$ cat src/verilog/e1af_pkg.sv
// Package with the register map, field positions and timing constants of the E1 receive event flag block.
`default_nettype none
package e1af_pkg;
	// ==================================================
	// Register indices (byte address is four times the index)
	localparam logic [11:0] IDX_CODE_STATUS = 12'hb0a;
	localparam logic [11:0] IDX_CODE_IRQ_ENABLE = 12'hb0b;
	localparam logic [11:0] IDX_NAT_STATUS = 12'hb0c;
	localparam logic [11:0] IDX_NAT_IRQ_ENABLE = 12'hb0d;
	localparam logic [11:0] IDX_CONTROL = 12'hb0e;
	localparam int ADDR_W = 16;

	// ==================================================
	// Field positions
	localparam int BIT_ALT_STATE = 7;
	localparam int BIT_ALT_CHANGE = 6;
	localparam int BIT_IW_STATE = 5;
	localparam int BIT_IW_CHANGE = 4;
	localparam int BIT_NAT_1111 = 7;
	localparam int BIT_NAT_1110 = 6;
	localparam int BIT_ANNEX_B = 0;

	// ==================================================
	// Writable masks and reset values
	localparam logic [7:0] CODE_EN_MASK = 8'h50;
	localparam logic [7:0] CODE_FLAG_MASK = 8'h50;
	localparam logic [7:0] NAT_MASK = 8'hc0;
	localparam logic [7:0] CTRL_MASK = 8'h01;
	localparam logic [7:0] RESET_BYTE = 8'h00;

	// ==================================================
	// Pattern codes
	localparam logic [5:0] ALT_PATTERN_A = 6'h2a;
	localparam logic [5:0] ALT_PATTERN_B = 6'h15;
	localparam logic [3:0] NAT6_ALL_ONES = 4'hf;
	localparam logic [3:0] NAT6_THREE_ONES_ZERO = 4'he;

	// ==================================================
	// Timing
	localparam int CLK_HZ = 25000000;
	localparam int IW_TIMEOUT_MS = 400;
	localparam longint IW_TIMEOUT_CYCLES_L = longint'(IW_TIMEOUT_MS) * longint'(CLK_HZ) / 64'd1000;
	localparam int IW_TIMEOUT_CYCLES = int'(IW_TIMEOUT_CYCLES_L);
	localparam int IW_CNT_W = 24;

	// ==================================================
	// Receive conditions tracked for change detection
	typedef struct packed {
		logic alt_det;
		logic interworking;
		logic nat6_1111;
		logic nat6_1110;
	} e1af_cond_t;

	typedef enum logic [1:0] {
		E1AF_BUS_IDLE = 2'b00,
		E1AF_BUS_WAIT = 2'b01,
		E1AF_BUS_DONE = 2'b11
	} e1af_bus_state_t;
endpackage
`default_nettype wire

$ cat src/verilog/e1af_top.sv
// Receive E1 event flags, enables, interrupt and APB register slave.
`default_nettype none
// Operation
// - Enable register bit 6 gates the alternating-pattern change interrupt.
// - Alternating-pattern change flag sets on start and on stop of detection.
// - Enable register bit 4, reset 0, gates the interworking change interrupt.
// - Interworking change flag sets on entry to and return from interworking.
// - Interrupt output only for change events whose enable bit is set.
// - National status bit 7 sets when debounced Sa6 starts or stops being 1111.
// - National status bit 6 sets when debounced Sa6 starts or stops being 1110.
// - National flags clear on read or write of their register.
// - Alternating pattern is the repeating sequence 101010 on received bits.
// - With annex B on, interworking declared after 400 ms of basic frame alignment without multiframe alignment.
module e1af_top #(
	parameter int IW_TIMEOUT = e1af_pkg::IW_TIMEOUT_CYCLES
) (
	// Clock and reset
	input wire logic pclk,
	input wire logic presetn,
	// APB slave
	input wire logic psel,
	input wire logic penable,
	input wire logic pwrite,
	input wire logic [e1af_pkg::ADDR_W-1:0] paddr,
	input wire logic [31:0] pwdata,
	output logic [31:0] prdata,
	output logic pready,
	output logic pslverr,
	// Receive framer conditions
	input wire logic rx_bit,
	input wire logic rx_bit_valid,
	input wire logic rx_frame_aligned,
	input wire logic rx_crc_mf_aligned,
	input wire logic [3:0] rx_nat6_debounced,
	// Interrupt
	output logic irq
);
	// ==================================================
	// State
	e1af_pkg::e1af_bus_state_t bus_reg, bus_next;
	logic [31:0] prdata_reg, prdata_next;
	logic pready_reg, pready_next;
	logic pslverr_reg, pslverr_next;
	logic [7:0] code_en_reg, code_en_next;
	logic [7:0] code_flag_reg, code_flag_next;
	logic [7:0] nat_flag_reg, nat_flag_next;
	logic [7:0] nat_en_reg, nat_en_next;
	logic [7:0] ctrl_reg, ctrl_next;
	logic [5:0] shift_reg, shift_next;
	logic [2:0] fill_reg, fill_next;
	logic [e1af_pkg::IW_CNT_W-1:0] iw_cnt_reg, iw_cnt_next;
	e1af_pkg::e1af_cond_t cond_reg, cond_next;
	logic irq_reg, irq_next;

	// ==================================================
	// Bus decode
	logic access_done;
	logic wr_done;
	logic rd_done;
	logic [11:0] idx;
	logic hit;
	logic [7:0] rd_byte;

	assign access_done = psel && penable && pready_reg;
	assign wr_done = access_done && pwrite;
	assign rd_done = access_done && !pwrite;
	assign idx = paddr[13:2];

	always_comb begin
		hit = 1'b1;
		rd_byte = e1af_pkg::RESET_BYTE;
		case (idx)
			e1af_pkg::IDX_CODE_STATUS: begin
				rd_byte = code_flag_reg;
				rd_byte[e1af_pkg::BIT_ALT_STATE] = cond_reg.alt_det;
				rd_byte[e1af_pkg::BIT_IW_STATE] = cond_reg.interworking;
			end
			e1af_pkg::IDX_CODE_IRQ_ENABLE: begin
				rd_byte = code_en_reg & e1af_pkg::CODE_EN_MASK;
			end
			e1af_pkg::IDX_NAT_STATUS: begin
				rd_byte = nat_flag_reg;
			end
			e1af_pkg::IDX_NAT_IRQ_ENABLE: begin
				rd_byte = nat_en_reg;
			end
			e1af_pkg::IDX_CONTROL: begin
				rd_byte = ctrl_reg;
			end
			default: begin
				hit = 1'b0;
			end
		endcase
		if (paddr[e1af_pkg::ADDR_W-1:14] != '0 || paddr[1:0] != 2'b00) begin
			hit = 1'b0;
			rd_byte = e1af_pkg::RESET_BYTE;
		end
	end

	// ==================================================
	// APB handshake: the answer is registered in WAIT and pready stands in DONE.
	// Every access therefore sees two wait states before its completing edge.
	always_comb begin
		bus_next = bus_reg;
		pready_next = 1'b0;
		pslverr_next = 1'b0;
		prdata_next = prdata_reg;
		case (bus_reg)
			e1af_pkg::E1AF_BUS_IDLE: begin
				if (psel && penable) begin
					bus_next = e1af_pkg::E1AF_BUS_WAIT;
				end
			end
			e1af_pkg::E1AF_BUS_WAIT: begin
				pready_next = 1'b1;
				pslverr_next = !hit;
				prdata_next = pwrite ? 32'h0000_0000 : {24'h00_0000, rd_byte};
				bus_next = e1af_pkg::E1AF_BUS_DONE;
			end
			e1af_pkg::E1AF_BUS_DONE: begin
				bus_next = e1af_pkg::E1AF_BUS_IDLE;
			end
			default: begin
				bus_next = e1af_pkg::E1AF_BUS_IDLE;
			end
		endcase
	end

	always_ff @(posedge pclk or negedge presetn) begin
		if (!presetn) begin
			bus_reg <= e1af_pkg::E1AF_BUS_IDLE;
			pready_reg <= 1'b0;
			pslverr_reg <= 1'b0;
			prdata_reg <= 32'h0000_0000;
		end else begin
			bus_reg <= bus_next;
			pready_reg <= pready_next;
			pslverr_reg <= pslverr_next;
			prdata_reg <= prdata_next;
		end
	end

	// ==================================================
	// Status clear strobe
	// Flags clear at the edge that loads prdata, not at the completing edge.
	// An event landing between those two edges would otherwise be cleared unseen.
	logic clr_strobe;
	logic clr_code;
	logic clr_nat;

	assign clr_strobe = (bus_reg == e1af_pkg::E1AF_BUS_WAIT) && psel && penable && hit;
	assign clr_code = clr_strobe && (idx == e1af_pkg::IDX_CODE_STATUS);
	assign clr_nat = clr_strobe && (idx == e1af_pkg::IDX_NAT_STATUS);

	// ==================================================
	// Receive condition tracking
	logic alt_match;
	logic iw_expired;
	logic iw_window;

	// The fill count keeps a part-filled shift register from matching after reset.
	always_comb begin
		shift_next = shift_reg;
		fill_next = fill_reg;
		if (rx_bit_valid) begin
			shift_next = {shift_reg[4:0], rx_bit};
			if (fill_reg != 3'd6) begin
				fill_next = fill_reg + 3'd1;
			end
		end
	end

	// The pattern holds while the last six bits alternate, in either phase.
	assign alt_match = (fill_reg == 3'd6) &&
		(shift_reg == e1af_pkg::ALT_PATTERN_A || shift_reg == e1af_pkg::ALT_PATTERN_B);

	// The timer runs only while basic alignment holds and multiframe alignment is missing.
	assign iw_window = ctrl_reg[e1af_pkg::BIT_ANNEX_B] && rx_frame_aligned && !rx_crc_mf_aligned;
	assign iw_expired = (iw_cnt_reg >= IW_TIMEOUT[e1af_pkg::IW_CNT_W-1:0] - 1'b1);

	always_comb begin
		iw_cnt_next = iw_cnt_reg;
		cond_next = cond_reg;
		cond_next.alt_det = alt_match;
		cond_next.nat6_1111 = (rx_nat6_debounced == e1af_pkg::NAT6_ALL_ONES);
		cond_next.nat6_1110 = (rx_nat6_debounced == e1af_pkg::NAT6_THREE_ONES_ZERO);
		if (!iw_window) begin
			iw_cnt_next = '0;
		end else if (!iw_expired) begin
			iw_cnt_next = iw_cnt_reg + 1'b1;
		end
		if (!ctrl_reg[e1af_pkg::BIT_ANNEX_B] || rx_crc_mf_aligned) begin
			cond_next.interworking = 1'b0;
		end else if (iw_window && iw_expired) begin
			cond_next.interworking = 1'b1;
		end
	end

	always_ff @(posedge pclk or negedge presetn) begin
		if (!presetn) begin
			shift_reg <= 6'h00;
			fill_reg <= 3'h0;
			iw_cnt_reg <= '0;
			cond_reg <= '0;
		end else begin
			shift_reg <= shift_next;
			fill_reg <= fill_next;
			iw_cnt_reg <= iw_cnt_next;
			cond_reg <= cond_next;
		end
	end

	// ==================================================
	// Change events, sticky flags and registers
	logic alt_change;
	logic iw_change;
	logic n1111_change;
	logic n1110_change;
	logic [7:0] code_set;
	logic [7:0] code_clr;
	logic [7:0] nat_set;
	logic nat_clr;

	// Comparing next with registered conditions sets a flag and irq on one edge.
	assign alt_change = cond_next.alt_det != cond_reg.alt_det;
	assign iw_change = cond_next.interworking != cond_reg.interworking;
	assign n1111_change = cond_next.nat6_1111 != cond_reg.nat6_1111;
	assign n1110_change = cond_next.nat6_1110 != cond_reg.nat6_1110;

	always_comb begin
		code_set = 8'h00;
		code_set[e1af_pkg::BIT_ALT_CHANGE] = alt_change;
		code_set[e1af_pkg::BIT_IW_CHANGE] = iw_change;
		nat_set = 8'h00;
		nat_set[e1af_pkg::BIT_NAT_1111] = n1111_change;
		nat_set[e1af_pkg::BIT_NAT_1110] = n1110_change;
		code_clr = 8'h00;
		if (clr_code) begin
			code_clr = pwrite ? pwdata[7:0] : 8'hff;
		end
		nat_clr = clr_nat;
	end

	always_comb begin
		code_en_next = code_en_reg;
		nat_en_next = nat_en_reg;
		ctrl_next = ctrl_reg;
		if (wr_done && hit) begin
			case (idx)
				e1af_pkg::IDX_CODE_IRQ_ENABLE: begin
					code_en_next = pwdata[7:0] & e1af_pkg::CODE_EN_MASK;
				end
				e1af_pkg::IDX_NAT_IRQ_ENABLE: begin
					nat_en_next = pwdata[7:0] & e1af_pkg::NAT_MASK;
				end
				e1af_pkg::IDX_CONTROL: begin
					ctrl_next = pwdata[7:0] & e1af_pkg::CTRL_MASK;
				end
				default: begin
					ctrl_next = ctrl_reg;
				end
			endcase
		end
		// A change in the clearing cycle still sets its flag.
		// Masking on every update keeps the reserved bits at zero.
		code_flag_next = ((code_flag_reg & ~code_clr) | code_set) & e1af_pkg::CODE_FLAG_MASK;
		nat_flag_next = ((nat_clr ? 8'h00 : nat_flag_reg) | nat_set) & e1af_pkg::NAT_MASK;
		irq_next = |(code_flag_next & code_en_next) | |(nat_flag_next & nat_en_next);
	end

	always_ff @(posedge pclk or negedge presetn) begin
		if (!presetn) begin
			code_en_reg <= e1af_pkg::RESET_BYTE;
			nat_en_reg <= e1af_pkg::RESET_BYTE;
			ctrl_reg <= e1af_pkg::RESET_BYTE;
			code_flag_reg <= e1af_pkg::RESET_BYTE;
			nat_flag_reg <= e1af_pkg::RESET_BYTE;
			irq_reg <= 1'b0;
		end else begin
			code_en_reg <= code_en_next;
			nat_en_reg <= nat_en_next;
			ctrl_reg <= ctrl_next;
			code_flag_reg <= code_flag_next;
			nat_flag_reg <= nat_flag_next;
			irq_reg <= irq_next;
		end
	end

	// ==================================================
	// Outputs
	assign prdata = prdata_reg;
	assign pready = pready_reg;
	assign pslverr = pslverr_reg;
	assign irq = irq_reg;
endmodule
`default_nettype wire

$ cat config.mk
export PLATFORM = sky130hd
export DESIGN_NAME = e1af_top
export DESIGN_NICKNAME = d
export VERILOG_FILES = /design/src/verilog/e1af_pkg.sv /design/src/verilog/e1af_top.sv
export SDC_FILE = /design/constraint.sdc
export NUM_CORES = 1
export LEC_CHECK = 0
export BUFFER_PORTS_ARGS = -buffer_cell sky130_fd_sc_hd__buf_2
export CAP_MARGIN = 20
export CORE_MARGIN = 5
export CORE_UTILIZATION = 52
export DETAILED_ROUTE_END_ITERATION = 7
export HOLD_SLACK_MARGIN = 0.05
export PLACE_DENSITY = 0.81
export SLEW_MARGIN = 20
export SYNTH_ARGS = -nofsm -noshare
export SYNTH_HDL_FRONTEND = slang
export SYNTH_SLANG_ARGS = --single-unit
$ cat constraint.sdc
create_clock -name pclk -period 2.75 [get_ports pclk]
set_input_delay 0.825 -clock pclk [delete_from_list [all_inputs] [get_ports pclk]]
set_output_delay 0.825 -clock pclk [all_outputs]
set_load 0.01 [all_outputs]
After elaboration in Yosys (flattened, before gate mapping)
Index checks and enable logic that the tools add are counted.
{"block": "word_totals", "memories": 0, "romBits": 0, "input_bits": 61, "latchBits": 0, "ramBits": 0, "wordCells": 92, "reg_bits": 95, "output_inout_bits": 35}
{"block": "op_classes", "reduce_logical": 27, "n_shift": 0, "order_cmp": 1, "mux": 20, "n_eq_ne": 18, "bitwise": 7, "n_addsub": 2, "n_div": 0, "multipliers": 0}
{"operator": "12-bit == test (second input constant)", "n": 5}
{"operator": "8-bit two-way mux", "n": 7}
{"operator": "24-bit two-way mux", "n": 2}
{"operator": "8-bit one-hot mux with 5 select lines", "n": 1}
{"operator": "24-bit by 1-bit adder with 24-bit output (second input constant)", "n": 1}
{"operator": "24-bit >= comparator (second input constant)", "n": 1}
{"operator": "8-bit OR reduction", "n": 2}
{"operator": "7-bit two-way mux", "n": 2}
{"operator": "1-bit logical AND", "n": 13}
{"operator": "7-bit by 8-bit AND with 8-bit output", "n": 1}
{"operator": "8-bit AND", "n": 1}
{"operator": "4-bit == test (second input constant)", "n": 2}
{"operator": "8-bit OR", "n": 1}
{"operator": "7-bit AND", "n": 1}
{"operator": "7-bit NOT", "n": 1}
{"operator": "7-bit OR", "n": 1}
{"operator": "6-bit by 5-bit == test with 1-bit output (second input constant)", "n": 1}
{"operator": "6-bit == test (second input constant)", "n": 1}
{"operator": "1-bit two-way mux", "n": 6}
{"operator": "5-bit OR reduction", "n": 1}
{"operator": "1-bit != test", "n": 4}
{"operator": "2-bit != test (second input constant)", "n": 2}
{"operator": "2-bit one-hot mux with 2 select lines", "n": 1}
{"operator": "2-bit AND reduction", "n": 2}
{"operator": "other kinds (10)", "n": 15}

Logic depth before layout (Yosys ltp)
{"block": "logic_depth", "ltp_word": 13, "depth_mapped": 8, "ltp_nobuf": 6}

Worst setup path before layout
No wires, ideal clock.
{"block": "synth_path", "path_type": "input port to flip-flop", "from": "input paddr[15] (netlist bit)", "to": "register irq_reg (netlist: irq)", "slack_ns": 0.277, "setup_ns": 0.141, "path_buffers": 0, "t_required_ns": 2.609, "path_stages": 5, "arrival_ns": 2.331, "cell_sequence": "nor4_1 nand4_1 o31a_1 o32ai_1 o2111ai_1"}
{"block": "synth_between", "elab_chain_len": 12, "word_cells_on_any_way": 20, "cone_classes": "mux: 5; bitwise: 7; reduce/logical: 8"}
{"item": "start, declared", "line_no": "e1af_top.sv:24", "rtl": "input wire logic [e1af_pkg::ADDR_W-1:0] paddr,"}
{"item": "2-bit nonzero test (*)", "line_no": "e1af_top.sv:94", "rtl": "if (paddr[e1af_pkg::ADDR_W-1:14] != '0 || paddr[1:0] != 2'b00) begin"}
{"item": "1-bit logical OR (*)", "line_no": "e1af_top.sv:94"}
{"item": "1-bit two-way mux (*)", "line_no": "e1af_top.sv:94"}
{"item": "1-bit logical AND", "line_no": "e1af_top.sv:151", "rtl": "assign clr_strobe = (bus_reg == e1af_pkg::E1AF_BUS_WAIT) && psel && penable && hit;"}
{"item": "1-bit logical AND", "line_no": "e1af_top.sv:152", "rtl": "assign clr_code = clr_strobe && (idx == e1af_pkg::IDX_CODE_STATUS);"}
{"item": "7-bit two-way mux", "line_no": "e1af_top.sv:238", "rtl": "if (clr_code) begin"}
{"item": "7-bit NOT", "line_no": "e1af_top.sv:266", "rtl": "code_flag_next = ((code_flag_reg & ~code_clr) | code_set) & e1af_pkg::CODE_FLAG_MASK;"}
{"item": "7-bit AND", "line_no": "e1af_top.sv:266"}
{"item": "7-bit OR", "line_no": "e1af_top.sv:266"}
{"item": "7-bit by 8-bit AND with 8-bit output", "line_no": "e1af_top.sv:268", "rtl": "irq_next = |(code_flag_next & code_en_next) | |(nat_flag_next & nat_en_next);"}
{"item": "8-bit OR reduction", "line_no": "e1af_top.sv:268"}
{"item": "1-bit OR (*)", "line_no": "e1af_top.sv:268"}
{"item": "named net irq_next", "line_no": "e1af_top.sv:53", "rtl": "logic irq_reg, irq_next;"}
{"item": "end signal, assigned", "line_no": "e1af_top.sv:285", "rtl": "irq_reg <= irq_next;"}
{"item": "end, declared", "line_no": "e1af_top.sv:53"}
Mark *: on every way through the listed nets, which the timed path passes. The rest lies on a longest branch.
A chain may end at the register's enable or synchronous reset.

Worst setup path in the final report
{"block": "layout_path", "from": "register iw_cnt_reg[18] (netlist bit)", "to": "register iw_cnt_reg[18] (netlist bit)"}
{"block": "layout_between", "elab_chain_len": 3, "word_cells_on_any_way": 5, "cone_classes": "add/sub: 1; order compare: 1; eq/ne: 1; mux: 2"}
{"item": "start, declared", "line_no": "e1af_top.sv:51", "rtl": "logic [e1af_pkg::IW_CNT_W-1:0] iw_cnt_reg, iw_cnt_next;"}
{"item": "start signal, assigned", "line_no": "e1af_top.sv:208", "rtl": "iw_cnt_reg <= iw_cnt_next;"}
{"item": "24-bit by 1-bit adder with 24-bit output", "line_no": "e1af_top.sv:190", "rtl": "iw_cnt_next = iw_cnt_reg + 1'b1;"}
{"item": "24-bit two-way mux", "line_no": "e1af_top.sv:189", "rtl": "end else if (!iw_expired) begin"}
{"item": "24-bit two-way mux", "line_no": "e1af_top.sv:187", "rtl": "if (!iw_window) begin"}
Parallel ways exist; a longest one is shown, timed or not. The select of a mux whose other input is x is not followed.

==> results.md <==
* Status: finished, final reports clean
* Comb pwr share at 16.0%
* Part of the power in registers at 56.8%
* Die width at 88.30 um
* Sequential cell area at 0.001401 mm2
* Crit. End Element: flop
* DRT iter0 DRCs at 119
* HPWL Detailed at 4.789 mm
* Total GRT Usage at 17.63%
* Clock sinks at 56
* Post-Route WL at 6.508 mm
* Setup TNS at 0 ns
* Number of CTS-inserted buffers at 5
* Fill cells at 514
* Hold Path Stages at 1
* Initial core utilization at 53.53%
* WP data required at 2.99 ns
* Internal power at 0.001194 W
* Yosys top cell area share at 43.96%
* CTS tree: done
* Largest net degree at the start of global routing at 24
* Vias per cell at 5.677
* Avg Inst Size Synth at 9.460 um2
* Finished Layout Cells at 455
* Synthesis-to-finish area growth at 9.615%
* Worst-margin pin slew at 0.7433 ns
* Yosys cell types at 54
* Diode count at 0
* DRT antenna net count at 0
* Mapped Area at 0.003188 mm2
* Nets at 443
* Placed Cells at 447
* # rows at 28
* Worst skew pair latency at 0.31 ns
* Core Region at 0.005956 mm2
* Post-CTS Setup Inserts at 0
* Hold Buf Count CTS at 0
* Fmax at 433.5 MHz
* Async SR Flop Fraction at 100.0%
* Final Hold Fails at 0
* Most instantiated library cell after synthesis: dfrtp_1
* DR DRC count at 0
* H-tree depth at 2
* Final setup fails at 0
* Synth Warn # at 0
* Vias in the first global route at 2,534
* GR Overflow Total at 0
* Share of layout cells above drive strength 1 at 19.74%
* Clk pin slew, worst setup/hold paths at 0.10 ns
* Post-synth EDFFs at 0
* RSZ-0062 raised after global routing: no
* Leak at 1.523 nW
* Period utilization at 83.89%
* Setup Skew at 0.004674 ns
* Commonest cells post-synth: 56 x dfrtp_1, 27 x buf_4, 27 x nand2_1, 22 x a21oi_1
* GP Congestion at 0.8270
* Top FF cell, synth: dfrtp_1
* CTS Root Cell: clkbuf_8
* Post-Syn Instances at 337
* Switching power at 0.0004758 W
* Crit Path Class: reg2reg
* Via count at 2,583
* Register area share after synthesis at 43.96%
* Hold WC Path Type: reg2reg
* Routed WL per cell at 14.30 um
* Max-slew violation count at 0
* Clock power share at 27.3%
* IR drop worst, VDD at 306.7 uV
* Die Span Y at 88.30 um
* Total die area at 0.007797 mm2
* Reg2Reg Depth at 5
* Max-cap violations at 0
* Multi-input gate area at 0.001594 mm2
* Power per standard cell area at 477.8 mW/mm2
* Post-CTS resize count at 0
* Max transition margin at 50.33%
* Worst EP arrival at 2.55 ns
* Switching fraction of total power at 28.49%
* Num ports at 96
* Antenna violations before repair at 0
* Synth area leader: dfrtp_1
* Crit-path max FO at 20
* Crit start category: flop
* Largest register FFs at 24
* First-pass GRT wire length at 10.98 mm
* Count of input and output buffers at 40
* CTS max path bufs at 2
* Final min period at 2.307 ns
* TritonRoute pass-1 iters at 4
* Synth Register Bits at 56
* Top cells by area, synth: dfrtp_1 44%, buf_4 6.4%, a21oi_1 3.5%
## power groups by stage
stage	logic [W]	registers [W]	clock network [W]
after global routing	0.000306	0.000961	0.000502
after detailed placement	0.000267	0.000965	0
after floorplan	0.000203	0.000961	0
after global placement	0.000258	0.000961	0
after CTS	0.000270	0.000948	0.000476
final	0.000266	0.000948	0.000455
## worst max-delay path: stages, from the launching register on
cell and delay (ns):
dfrtp_1 0.43, o311a_1 0.40, o31ai_4 0.36, o311ai_4 0.33, or4_1 0.57, a21oi_1 0.15
## path summary, 6_finish.rpt
check	end	startpoint	slack (ns)
setup / recovery	iw_cnt_reg[18]	iw_cnt_reg[18]	0.44
hold / removal	bus_reg[0]	bus_reg[1]	0.45
setup reg to reg	iw_cnt_reg[18]	iw_cnt_reg[18]	0.44
hold reg to reg	bus_reg[0]	bus_reg[1]	0.45
max in group asynchronous	iw_cnt_reg[10]	presetn	1.63
min in group asynchronous	fill_reg[1]	presetn	0.47
## layout by cell type (no fill, tap or decap), drive strengths merged, types with 3 or more instances in the layout
cell	count
nor2b	8
mux2	8
and2	4
or3	12
a21boi	3
conb	27
buf	48
inv	14
nor2	15
nand2	27
o311ai	3
ha	3
o31a	3
a21oi	22
dfrtp	56
a22oi	3
clkbuf	5
nor3	6
nand4	8
or2	6
and4	4
nor4bb	3
and3	7
or4	7
nor4	6
nand3	11
xnor2	4
o31ai	9
o21ai	15
## per-layer routing
layer,share of wire [%],vias up,global-route usage (%),routed length [um]
li1,-,1267,-,-
met1,44,1235,22.44,2867
met2,49,75,30.46,3174
met3,5.9,6,2.700,384
met4,1.3,0,6.319,82
met5,0,-,0,0
## cell families after synthesis
group / after synthesis / synth area share, %
simple gates: 132 / 23.27
compound gates: 77 / 16.95
flops: 56 / 43.96
buf+inv: 53 / 9.733
mux: 9 / 3.140
xor+xnor: 6 / 1.648
fa+ha+maj: 3 / 1.178
other cells: 1 / 0.1176
## metrics by stage
stage	hold slack [ns]	power (W)	cell area (um2)	util, %	worst slack [ns]
2_1_floorplan	0.4164	0.001164	3286	-	0.2773
3_3_place_gp	0.4360	0.001219	3382	56.79	0.2229
3_5_place_dp	0.4494	0.001233	3382	56.79	0.1480
4_1_cts	0.4520	0.001694	3475	58.34	0.3204
5_1_grt	0.4772	0.001769	3495	58.68	0.3092
6_report	0.4518	0.001670	3495	58.68	0.4430
## layout make-up
type / count / share of cell area [%]
inverters: 14 / 1.504
repair buffers: 48 / 7.447
multi-input cells: 254 / 45.61
clock inverters: 3 / 0.6803
well taps: 75 / 2.685
clock buffers: 5 / 1.969
flip-flops and latches: 56 / 40.10
Power figures use the tool's default switching activity.
